==> src/crr_pkg.sv <==
// Constants, field layouts and carrier types for the CPU reset and core register block.
// Assumes a single 50 MHz CPU clock domain.
`default_nettype none
package crr_pkg;
    // ------------------------------------------------------------
    // Timing
    // ------------------------------------------------------------
    localparam int CLK_PERIOD_NS = 20;
    localparam int PIN_FILTER_NS = 5000;
    localparam int PIN_FILTER_CYC = (PIN_FILTER_NS + CLK_PERIOD_NS - 1) / CLK_PERIOD_NS;
    localparam int PIN_HOLD_NS = 50000;
    localparam int PIN_HOLD_CYC = (PIN_HOLD_NS + CLK_PERIOD_NS - 1) / CLK_PERIOD_NS;

    // ------------------------------------------------------------
    // Register offsets
    // ------------------------------------------------------------
    localparam logic [7:0] OFS_SP = 8'h81;
    localparam logic [7:0] OFS_STACK_HI = 8'h9B;
    localparam logic [7:0] OFS_ACON = 8'h9D;
    localparam logic [7:0] OFS_STATUS = 8'hC5;
    localparam logic [7:0] OFS_PSW = 8'hD0;
    localparam logic [7:0] OFS_ACC = 8'hE0;
    localparam logic [7:0] OFS_B = 8'hF0;
    localparam logic [7:0] OFS_RSTCTRL = 8'hFE;

    // ------------------------------------------------------------
    // Reset values and fields
    // ------------------------------------------------------------
    localparam logic [7:0] BYTE_RESET = 8'h00;
    localparam logic [19:0] PC_RESET_VECTOR = 20'h07000;
    localparam int CTRL_LOWSUP_EN = 0;
    localparam int CTRL_DOG_EN = 1;
    localparam int CTRL_DOG_SEL_LO = 2;
    localparam int CTRL_DOG_SEL_HI = 3;
    localparam int CTRL_CLK_EXT = 4;
    localparam logic [7:0] CTRL_WR_MASK = 8'h1F;
    localparam logic [1:0] DOG_SEL_MAX = 2'h3;
    localparam logic [7:0] CTRL_RESET = 8'h0E;
    localparam int ACON_AM_LO = 0;
    localparam int ACON_AM_HI = 1;
    localparam int ACON_SA = 2;
    localparam logic [7:0] STATUS_MASK = 8'h6F;

    // ------------------------------------------------------------
    // Carriers
    // ------------------------------------------------------------
    typedef struct packed {
        logic carryFlag;
        logic auxCarryFlag;
        logic generalFlag;
        logic [1:0] bankSelect;
        logic overflowFlag;
        logic userFlag;
        logic parityFlag;
    } crr_psw_t;

    typedef struct packed {
        logic rsvd7;
        logic highPrioActive;
        logic lowPrioActive;
        logic rsvd4;
        logic serial1TxActive;
        logic serial1RxActive;
        logic serial0TxActive;
        logic serial0RxActive;
    } crr_status_t;

    typedef struct packed {
        logic [15:0] addr;
        logic [7:0] data;
        logic wrEn;
        logic rdEn;
    } crr_stack_t;
endpackage
`default_nettype wire

==> src/crr_core.sv <==
// Reset gathering, post-reset defaults and core register set of the CPU.
// Assumes supply detectors and reset pin are asynchronous; all other inputs are on ref_clk.
//
// Implementation choice: strobed register access.
`timescale 1ns/1ns
`default_nettype none
module crr_core #(
    parameter int FILTER_CYC = crr_pkg::PIN_FILTER_CYC
) (
    // Clock and reset
    input wire logic ref_clk,
    input wire logic rst,
    // Reset sources and reset pin
    input wire logic extResetPinIn,
    output logic extResetPinOut,
    output logic extResetPinOe,
    input wire logic supplyLossIn,
    input wire logic lowSupplyDetIn,
    input wire logic dogTimeoutIn,
    // Post-reset state
    output logic sysResetOut,
    output logic [19:0] pcResetVector,
    output logic dogResetEnable,
    output logic [1:0] dogTimeoutSel,
    output logic clkSelInternal,
    input wire logic stopSleepMode,
    output logic intOscEnable,
    // Activity sources
    input wire crr_pkg::crr_status_t activityIn,
    // Stack access
    input wire logic stackPush,
    input wire logic stackPop,
    input wire logic [7:0] stackRdData,
    output crr_pkg::crr_stack_t stackOut,
    // Core register views
    output logic [7:0] accOut,
    output logic [7:0] bOut,
    output crr_pkg::crr_psw_t pswOut,
    output logic wideAddrMode,
    // Register port
    input wire logic [7:0] regAddr,
    input wire logic [7:0] regWrData,
    input wire logic regWr,
    input wire logic regRd,
    output logic [7:0] regRdData
);
    localparam int CW = $clog2(FILTER_CYC + 1);

    logic pinMeta_q;
    logic pinSync_q;
    logic supplyMeta_q;
    logic supplySync_q;
    logic lowDetMeta_q;
    logic lowDetSync_q;
    logic [CW-1:0] pinLowCnt_q;
    logic pinReset;
    logic lowSupplyReset;
    logic sysReset_q;
    logic [7:0] ctrl_q;
    logic [1:0] addrMode_q;
    logic [7:0] acc_q;
    logic [7:0] b_q;
    logic [7:0] psw_q;
    logic [7:0] sp_q;
    logic [7:0] stackHi_q;
    logic [7:0] regRdData_q;
    logic [7:0] rdMux;
    logic [7:0] statusLive;
    logic wide;
    logic [15:0] pushAddr;
    logic [15:0] popAddr;
    logic [15:0] stackNext;
    logic doPush;
    logic doPop;
    logic wrSp;
    logic wrStackHi;

    // ------------------------------------------------------------
    // Input synchronisers
    // ------------------------------------------------------------
    always_ff @(posedge ref_clk or posedge rst) begin
        if (rst) begin
            pinMeta_q <= 1'b1;
            pinSync_q <= 1'b1;
            supplyMeta_q <= 1'b0;
            supplySync_q <= 1'b0;
            lowDetMeta_q <= 1'b0;
            lowDetSync_q <= 1'b0;
        end else begin
            pinMeta_q <= extResetPinIn;
            pinSync_q <= pinMeta_q;
            supplyMeta_q <= supplyLossIn;
            supplySync_q <= supplyMeta_q;
            lowDetMeta_q <= lowSupplyDetIn;
            lowDetSync_q <= lowDetMeta_q;
        end
    end

    // ------------------------------------------------------------
    // Reset pin filter
    // ------------------------------------------------------------
    // Any high sample restarts the count, so only an unbroken low counts
    always_ff @(posedge ref_clk or posedge rst) begin
        if (rst) begin
            pinLowCnt_q <= '0;
        end else if (pinSync_q) begin
            pinLowCnt_q <= '0;
        end else if (!pinReset) begin
            pinLowCnt_q <= pinLowCnt_q + 1'b1;
        end
    end

    assign pinReset = (pinLowCnt_q == CW'(FILTER_CYC));

    a_filter_len: assert property (@(posedge ref_clk) disable iff (rst)
        $rose(pinReset) |-> $past(!pinSync_q) && $past(pinLowCnt_q) == CW'(FILTER_CYC - 1))
        else $error("pin reset taken before the filter time");

    // ------------------------------------------------------------
    // Reset gathering
    // ------------------------------------------------------------
    assign lowSupplyReset = lowDetSync_q && ctrl_q[crr_pkg::CTRL_LOWSUP_EN];

    always_ff @(posedge ref_clk or posedge rst) begin
        if (rst) begin
            sysReset_q <= 1'b1;
        end else begin
            sysReset_q <= pinReset || supplySync_q || lowSupplyReset || dogTimeoutIn;
        end
    end

    // The pin is pulled low from inside so the filter keeps the reset going
    assign extResetPinOut = 1'b0;
    assign extResetPinOe = supplySync_q || lowSupplyReset;
    assign sysResetOut = sysReset_q;
    assign pcResetVector = crr_pkg::PC_RESET_VECTOR;

    a_reset_cause: assert property (@(posedge ref_clk) disable iff (rst)
        $rose(sysReset_q) |-> $past(pinReset || supplySync_q || lowSupplyReset || dogTimeoutIn))
        else $error("system reset without a source");

    a_dog_reset: assert property (@(posedge ref_clk) disable iff (rst)
        dogTimeoutIn |=> sysReset_q)
        else $error("watchdog timeout did not reset");

    a_pin_drive: assert property (@(posedge ref_clk) disable iff (rst)
        supplySync_q |-> extResetPinOe && !extResetPinOut)
        else $error("supply loss not driving reset pin low");

    // ------------------------------------------------------------
    // Reset, clock and address mode control
    // ------------------------------------------------------------
    always_ff @(posedge ref_clk or posedge rst) begin
        if (rst) begin
            ctrl_q <= crr_pkg::CTRL_RESET;
        end else if (sysReset_q) begin
            ctrl_q <= crr_pkg::CTRL_RESET;
        end else if (regWr && regAddr == crr_pkg::OFS_RSTCTRL) begin
            ctrl_q <= regWrData & crr_pkg::CTRL_WR_MASK;
        end
    end

    always_ff @(posedge ref_clk or posedge rst) begin
        if (rst) begin
            addrMode_q <= 2'h0;
        end else if (sysReset_q) begin
            addrMode_q <= 2'h0;
        end else if (regWr && regAddr == crr_pkg::OFS_ACON) begin
            addrMode_q <= regWrData[crr_pkg::ACON_AM_HI:crr_pkg::ACON_AM_LO];
        end
    end

    assign wide = addrMode_q[1];
    assign wideAddrMode = wide;
    assign dogResetEnable = ctrl_q[crr_pkg::CTRL_DOG_EN];
    assign dogTimeoutSel = ctrl_q[crr_pkg::CTRL_DOG_SEL_HI:crr_pkg::CTRL_DOG_SEL_LO];
    assign clkSelInternal = !ctrl_q[crr_pkg::CTRL_CLK_EXT];
    assign intOscEnable = !stopSleepMode;

    a_dog_armed: assert property (@(posedge ref_clk) disable iff (rst)
        $fell(sysReset_q) |-> dogResetEnable && dogTimeoutSel == crr_pkg::DOG_SEL_MAX
            && clkSelInternal)
        else $error("watchdog or clock select wrong after reset");

    a_lowsup_off: assert property (@(posedge ref_clk) disable iff (rst)
        $past(sysReset_q) |-> !ctrl_q[crr_pkg::CTRL_LOWSUP_EN])
        else $error("low-supply reset enabled after reset");

    a_lowsup_fires: assert property (@(posedge ref_clk) disable iff (rst)
        (lowDetSync_q && ctrl_q[crr_pkg::CTRL_LOWSUP_EN]) |-> extResetPinOe ##1 sysReset_q)
        else $error("enabled low-supply detector did not reset");

    a_osc_mode: assert property (@(posedge ref_clk) disable iff (rst)
        intOscEnable != stopSleepMode)
        else $error("oscillator state wrong for mode");

    // ------------------------------------------------------------
    // Stack addressing
    // ------------------------------------------------------------
    // Narrow mode wraps inside the 256-byte internal memory
    assign pushAddr = wide ? {stackHi_q, sp_q} + 16'h0001 : {8'h00, sp_q + 8'h01};
    assign popAddr = wide ? {stackHi_q, sp_q} : {8'h00, sp_q};
    assign doPush = stackPush && !sysReset_q;
    assign doPop = stackPop && !stackPush && !sysReset_q;
    assign stackNext = doPush ? pushAddr : popAddr - 16'h0001;
    assign wrSp = regWr && regAddr == crr_pkg::OFS_SP;
    assign wrStackHi = regWr && regAddr == crr_pkg::OFS_STACK_HI;

    always_comb begin
        stackOut.addr = doPush ? pushAddr : popAddr;
        stackOut.data = acc_q;
        stackOut.wrEn = doPush;
        stackOut.rdEn = doPop;
    end

    // A register write in the same cycle takes precedence over the stack move
    always_ff @(posedge ref_clk or posedge rst) begin
        if (rst) begin
            sp_q <= crr_pkg::BYTE_RESET;
        end else if (sysReset_q) begin
            sp_q <= crr_pkg::BYTE_RESET;
        end else if (wrSp) begin
            sp_q <= regWrData;
        end else if (doPush || doPop) begin
            sp_q <= stackNext[7:0];
        end
    end

    always_ff @(posedge ref_clk or posedge rst) begin
        if (rst) begin
            stackHi_q <= crr_pkg::BYTE_RESET;
        end else if (sysReset_q) begin
            stackHi_q <= crr_pkg::BYTE_RESET;
        end else if (wrStackHi) begin
            stackHi_q <= regWrData;
        end else if (wide && (doPush || doPop)) begin
            stackHi_q <= stackNext[15:8];
        end
    end

    a_push_addr: assert property (@(posedge ref_clk) disable iff (rst)
        (doPush && !wrSp && !wide) |-> stackOut.wrEn && stackOut.data == acc_q
            && stackOut.addr[7:0] == sp_q + 8'h01 ##1 sp_q == $past(stackOut.addr[7:0])
            && sp_q == $past(sp_q) + 8'h01)
        else $error("push address or pointer step wrong");

    a_wide_stack: assert property (@(posedge ref_clk) disable iff (rst)
        (doPush && wide && !wrSp && !wrStackHi) |=>
            {stackHi_q, sp_q} == $past({stackHi_q, sp_q}) + 16'h0001)
        else $error("wide stack pointer step wrong");

    // ------------------------------------------------------------
    // Accumulator, aux operand, status word
    // ------------------------------------------------------------
    always_ff @(posedge ref_clk or posedge rst) begin
        if (rst) begin
            acc_q <= crr_pkg::BYTE_RESET;
        end else if (sysReset_q) begin
            acc_q <= crr_pkg::BYTE_RESET;
        end else if (regWr && regAddr == crr_pkg::OFS_ACC) begin
            acc_q <= regWrData;
        end else if (doPop) begin
            acc_q <= stackRdData;
        end
    end

    always_ff @(posedge ref_clk or posedge rst) begin
        if (rst) begin
            b_q <= crr_pkg::BYTE_RESET;
        end else if (sysReset_q) begin
            b_q <= crr_pkg::BYTE_RESET;
        end else if (regWr && regAddr == crr_pkg::OFS_B) begin
            b_q <= regWrData;
        end
    end

    always_ff @(posedge ref_clk or posedge rst) begin
        if (rst) begin
            psw_q <= crr_pkg::BYTE_RESET;
        end else if (sysReset_q) begin
            psw_q <= crr_pkg::BYTE_RESET;
        end else if (regWr && regAddr == crr_pkg::OFS_PSW) begin
            psw_q <= regWrData;
        end
    end

    assign accOut = acc_q;
    assign bOut = b_q;
    assign pswOut = crr_pkg::crr_psw_t'(psw_q);

    a_pop_load: assert property (@(posedge ref_clk) disable iff (rst)
        (doPop && !(regWr && regAddr == crr_pkg::OFS_ACC)) |-> stackOut.rdEn
            && stackOut.addr == popAddr ##1 acc_q == $past(stackRdData))
        else $error("pop did not load accumulator");

    a_reset_defaults: assert property (@(posedge ref_clk) disable iff (rst)
        $fell(sysReset_q) |-> acc_q == 8'h00 && b_q == 8'h00 && psw_q == 8'h00
            && sp_q == 8'h00 && stackHi_q == 8'h00 && !wide)
        else $error("register not at default after reset");

    // ------------------------------------------------------------
    // Activity status and read port
    // ------------------------------------------------------------
    // Sampled straight from the sources; nothing to clear
    assign statusLive = activityIn & crr_pkg::STATUS_MASK;

    always_comb begin
        case (regAddr)
            crr_pkg::OFS_SP: rdMux = sp_q;
            crr_pkg::OFS_STACK_HI: rdMux = stackHi_q;
            crr_pkg::OFS_ACON: rdMux = {5'h00, wide, addrMode_q};
            crr_pkg::OFS_STATUS: rdMux = statusLive;
            crr_pkg::OFS_PSW: rdMux = psw_q;
            crr_pkg::OFS_ACC: rdMux = acc_q;
            crr_pkg::OFS_B: rdMux = b_q;
            crr_pkg::OFS_RSTCTRL: rdMux = ctrl_q;
            default: rdMux = 8'h00;
        endcase
    end

    always_ff @(posedge ref_clk or posedge rst) begin
        if (rst) begin
            regRdData_q <= 8'h00;
        end else begin
            regRdData_q <= regRd ? rdMux : 8'h00;
        end
    end

    assign regRdData = regRdData_q;

    a_status_live: assert property (@(posedge ref_clk) disable iff (rst)
        (regRd && regAddr == crr_pkg::OFS_STATUS) |=>
            regRdData[6] == $past(activityIn.highPrioActive)
            && regRdData[5] == $past(activityIn.lowPrioActive)
            && regRdData[3:0] == $past(activityIn[3:0]) && regRdData[7] == 1'b0)
        else $error("activity read does not follow sources");
endmodule // crr_core
`default_nettype wire

==> config.mk <==
export PLATFORM = sky130hd
export DESIGN_NAME = crr_core
export DESIGN_NICKNAME = d
export VERILOG_FILES = /design/src/crr_pkg.sv /design/src/crr_core.sv
export SDC_FILE = /design/constraint.sdc
export NUM_CORES = 1
export LEC_CHECK = 0
export BUFFER_PORTS_ARGS = -buffer_cell sky130_fd_sc_hd__buf_2
export CORE_MARGIN = 5
export CORE_UTILIZATION = 40
export DETAILED_ROUTE_END_ITERATION = 8
export PLACE_DENSITY = 0.61
export SLEW_MARGIN = 20
export SYNTH_ARGS = -nofsm -noshare
export SYNTH_HDL_FRONTEND = slang
export SYNTH_SLANG_ARGS = --single-unit
==> constraint.sdc <==
create_clock -name ref_clk -period 2.66 [get_ports ref_clk]
set_clock_uncertainty 0.15 [all_clocks]
set_input_delay 0.266 -clock ref_clk [delete_from_list [all_inputs] [get_ports ref_clk]]
set_output_delay 0.266 -clock ref_clk [all_outputs]
set_load 0.03 [all_outputs]
==> Yosys cells after proc, flatten, opt, wreduce, memory -nomap -nowiden <==
Index checks and enable logic that the tools add are counted.
W data, S select, Z words.
{ "word_totals": {"elab_cells": 83, "latchBits": 0, "mem_count": 0, "romBits": 0, "reg_bits": 73, "output_inout_bits": 87, "ram_bits": 0, "inputBits": 43} }
{ "classes": {"shifts": 0, "mul": 0, "div": 0, "n_mux": 25, "eq_ne": 10, "addsub": 4, "n_reduce_logical": 28, "n_bitwise": 0, "magnitude_cmp": 0} }
{ "op_table": {"columns": ["operator", "n"], "rows": [
  ["$mux W8", 18],
  ["$eq A8 B8 Y1 const B", 9],
  ["$mux W16", 4],
  ["$pmux W8 S8", 1],
  ["$add A16 B1 Y16 const B", 1],
  ["$add A8 B1 Y8 const B", 2],
  ["$sub A16 B1 Y16 const B", 1],
  ["$logic_and A1 B1 Y1", 12],
  ["$reduce_bool A3 Y1", 3],
  ["$reduce_bool A2 Y1", 4],
  ["$logic_or A1 B1 Y1", 5],
  ["$logic_not A1 Y1", 4],
  ["$mux W2", 2],
  ["$ne A2 B2 Y1 const B", 1]
]} }

==> Longest topological paths before layout <==
{ "depth": {"word_depth": 8, "depth_mapped": 8, "depth_no_buf": 7} }

==> Least setup slack after synthesis <==
Ideal clock, no wire load.
{ "synth_path": {"path_kind": "reg-to-output", "start": "register sysReset_q (netlist: sysResetOut)", "end": "output stackOut[11] (netlist bit)", "arrival_ps": 1893, "setup_slack_ps": 351, "stages_incl_launch_ff": 5, "path_buffers": 1, "cell_sequence": "dfstp_2 > nand2b_1 > clkbuf_1 > clkinv_1 > o21ai_0"} }
{ "synth_rtl": {"columns": ["item", "line_no", "source"], "rows": [
  ["start: declaration", "crr_core.sv:58", "logic sysReset_q;"],
  ["start signal: assignment", "crr_core.sv:128", "sysReset_q <= pinReset || supplySync_q || lowSupplyReset || dogTimeoutIn;"],
  ["end: declaration", "crr_core.sv:34", "output crr_pkg::crr_stack_t stackOut,"]
]} }

==> key figures <==
Run
  – Max Cap Viol: 0

Floorplan
  – Row count: 39
  – Die ar.: 0.01403 mm2
  – Vert. Die Dim: between 100 and 150 um
  – Io pins: 130
  – Core Area: around 0.011 mm2
  – Horiz. Die Dim: about 120 um
  – Initial Util: around 40%

Synth
  – Mux cell area share after synthesis: under 10%
  – Number of synthesized register bits: 70
  – XOR/XNOR Fraction of Synth Area: roughly 5.6%
  – Register area share after synthesis: 37.40%
  – Area share of and/or/nand/nor cells after synthesis: between 20% and 30%
  – Avg Cell Area, Syn: about 8.5 um2
  – Largest family of logic cells by synthesized area: simple AND/OR/NAND/NOR gates
  – Yosys cell types: a little under 70
  – Commonest cells in the netlist: dfrtp_1 (64), nand2_1 (57), nand3_1 (45)
  – Synth Area in Compound Gates: ~16%
  – Async SR Flop Fraction: 100.0%
  – Largest cells by area after synthesis: dfrtp_1 (34%), buf_4 (5.3%), nand3_1 (4.8%)
  – Main synth FF type: dfrtp_1
  – Synth top area share: between 30% and 40%
  – Count leader, synth: dfrtp_1
  – Post-synthesis cell area: roughly 0.0047 mm2
  – Cell type with the highest aggregate area in the netlist: dfrtp_1
  – Syn Inst Count: ~550
  – Synth Area in Adders: 1.064%
  – Number of synthesized flops with an enable pin: 0
  – Warnings from Yosys: 0

Routing
  – DRT antenna net count: 0
  – WL final: 15540 um
  – Residual DRC count: 0
  – Vias/cell: approximately 5.9
  – DRT iter0 DRCs: roughly 500
  – Avg WL per Cell: 19.50 um
  – Vias: 4680
  – DRT Pass-1 Iters: 7

Global route
  – First-pass GRT wire length: 25010 um
  – Grt ovf: 0
  – Largest net degree at the start of global routing: between 70 and 80
  – Number of global-route vias before repair: 4560
  – Aggregate global-route resource usage: 21.92%
  – Antenna violations before repair: 0

Pwr
  – Lkg Pwr: approximately 2.6 nW
  – PwrDens: 509.9 mW/mm2
  – Peak VDD IR: 256.3 uV

Setup path
  – Buf/Inv on CP: 1
  – CP Data Required Time: roughly 2200 ps
  – Worst Setup End Kind: output port
  – Crit Path Class: flip-flop to output port
  – Crit path max fanout: 6
  – Slowest-stage cell, CP: dfrtp_2
  – Slowest stage delay, CP: ~450 ps
  – Cell family with most CP delay: simple AND/OR/NAND/NOR gates
  – Critical path depth: 7
  – Path depth of the worst reg2reg path: 5
  – Worst path cell trace: ha_2 > nand3b_1 > nor3_4 > and3_1 > xor2_1 > and2_1 > buf_2
  – Setup crit start kind: flip-flop
  – CP Data Arrival Time: 2150 ps

Placed design
  – Post-DP HPWL: 11540 um
  – IO Port Bufs: between 100 and 150
  – Place WS: 230.6 ps
  – Gpl congestion: between 0.9 and 1
  – Placed cell area: 0.005298 mm2

Cells and area
  – Ratio of cells with drive above 1 in the final layout: 27.83%
  – Antenna diodes: 0
  – Fin area: about 0.0057 mm2
  – Fillers: around 1.1k
  – Layout area overhead: 21.02%
  – Final nets: just under 700

CTS
  – H-Tree Depth: 3
  – Clock Sinks: 70
  – CTS tree: yes
  – Worst-Skew Late Latency: between 300 and 400 ps
  – Clk slew on worst S/H paths: about 60 ps
  – Number of buffers created by CTS: 9
  – CTS root buffer: clkbuf_16
  – Clock tree buffer depth: 2
  – Post-CTS Setup Repair Bufs: 0

STA
  – Period utilization: 96.32%
  – RSZ-0062 raised after global routing: true
  – Final hold vios: 0
  – Worst Tran Pin Value: roughly 730 ps
  – Final setup fails: 0
  – Fmax: between 300 and 400 MHz
  – Max_slew headroom: a little over 50%
  – PnR worst setup slack: about 98 ps
  – Fin crit period: approximately 2600 ps
  – Count of pins over their slew limit: 0

Min path
  – Worst hold path class: input pin to flip-flop
  – Hold Crit Depth: 2

Outcome
  – Status: finished, final reports clean
## layout by cell type (no fill, tap or decap), types with 7 or more instances in the layout
cell	netlist	routed
o21ai_0	12	12
a21oi_1	38	38
xor2_1	12	12
nand3_1	45	45
a211oi_1	17	17
mux2i_1	13	13
inv_1	13	12
nand4_1	7	7
clkbuf_16	0	9
dfrtp_1	64	61
nand2_1	57	57
nor2_1	40	40
or3_1	12	12
buf_2	9	106
conb_1	2	21
buf_4	33	30
xnor2_1	18	18
and2_1	7	7
nor3_1	15	14
## where the power goes
part | internal (mW) | total (mW) | switching (mW)
Clock | 0.823 | 1.30 | 0.475
Sequential | 1.09 | 1.12 | 0.0268
Combinational | 0.170 | 0.488 | 0.318
Total | 2.08 | 2.90 | 0.820
## sequential cells by signal, summed over array words and instances (netlist names), 2 cells and up
name         count
sp_q             8
accOut           8
addrMode_q       2
pinLowCnt_q      8
regRdData        8
ctrl_q           5
pswOut           8
bOut             8
stackHi_q        8
## path summary, 6_finish.rpt
| check | from | endpoint | slack, ps |
|---|---|---|---|
| hold / removal | dogTimeoutIn | sysResetOut | 2 |
| hold reg to reg | lowDetMeta_q | lowDetSync_q | 200 |
| setup reg to reg | sp_q[7] | stackHi_q[5] | 320 |
| max in group asynchronous | rst | pinMeta_q | 1610 |
| min in group asynchronous | rst | supplySync_q | 410 |
| setup / recovery | sp_q[1] | stackOut[22] | 100 |
## per-stage QoR
stage	TNS, ps	std cells	power, mW	utilization [%]	hold WS [ps]
3_5_place_dp	0	777	1.615	46.20	185.5
4_1_cts	0	797	2.923	49.44	3.662
3_3_place_gp	0	777	1.610	46.20	184.6
6_report	0	797	2.902	49.63	2.155
2_1_floorplan	0	570	1.483	-	120.5
5_1_grt	-59.21	797	3.025	49.63	2.896
## worst register-to-register path: cells and delay by family (launching register included)
kind               cells  cell delay (ps)
DFF                    1              450
and+or+nand+nor        2             1120
AOI/OAI and AO/OA      3              520
## kinds of logic (layout without fill, tap and decap cells)
group,Yosys count,in the layout
AND/OR/NAND/NOR,230,230
AO/OA/AOI/OAI,115,115
buffers and inverters,87,171
flip-flops,70,70
XOR/XNOR,30,30
multiplexers,13,13
adder cells (fa/ha/maj),4,4
other,2,21
## layer usage
layer  vias up  global-route usage [%]  share of wire (%)
met5         -                       0                  0
met4         0                   5.741                1.6
met3        20                   5.349                9.5
met2       248                   33.90                 46
met1      2274                   30.92                 43
li1       2138                       -                  -
## what timing repair did
action                     CTS  global route
hold endpoints to repair    67             0
resized for setup            3             5
setup endpoints to repair    1             4
hold buffers                 4             0
## layout make-up
class,instances,area (um2),area share [%]
clock buffers,9,225.2,3.957
repair buffers,141,815.8,14.33
multi-input cells,413,2557,44.93
well taps,143,178.9,3.144
clock inverters,7,98.84,1.737
inverters,14,52.55,0.9233
flip-flops and latches,70,1763,30.97
(Power assumes the default switching activity.)
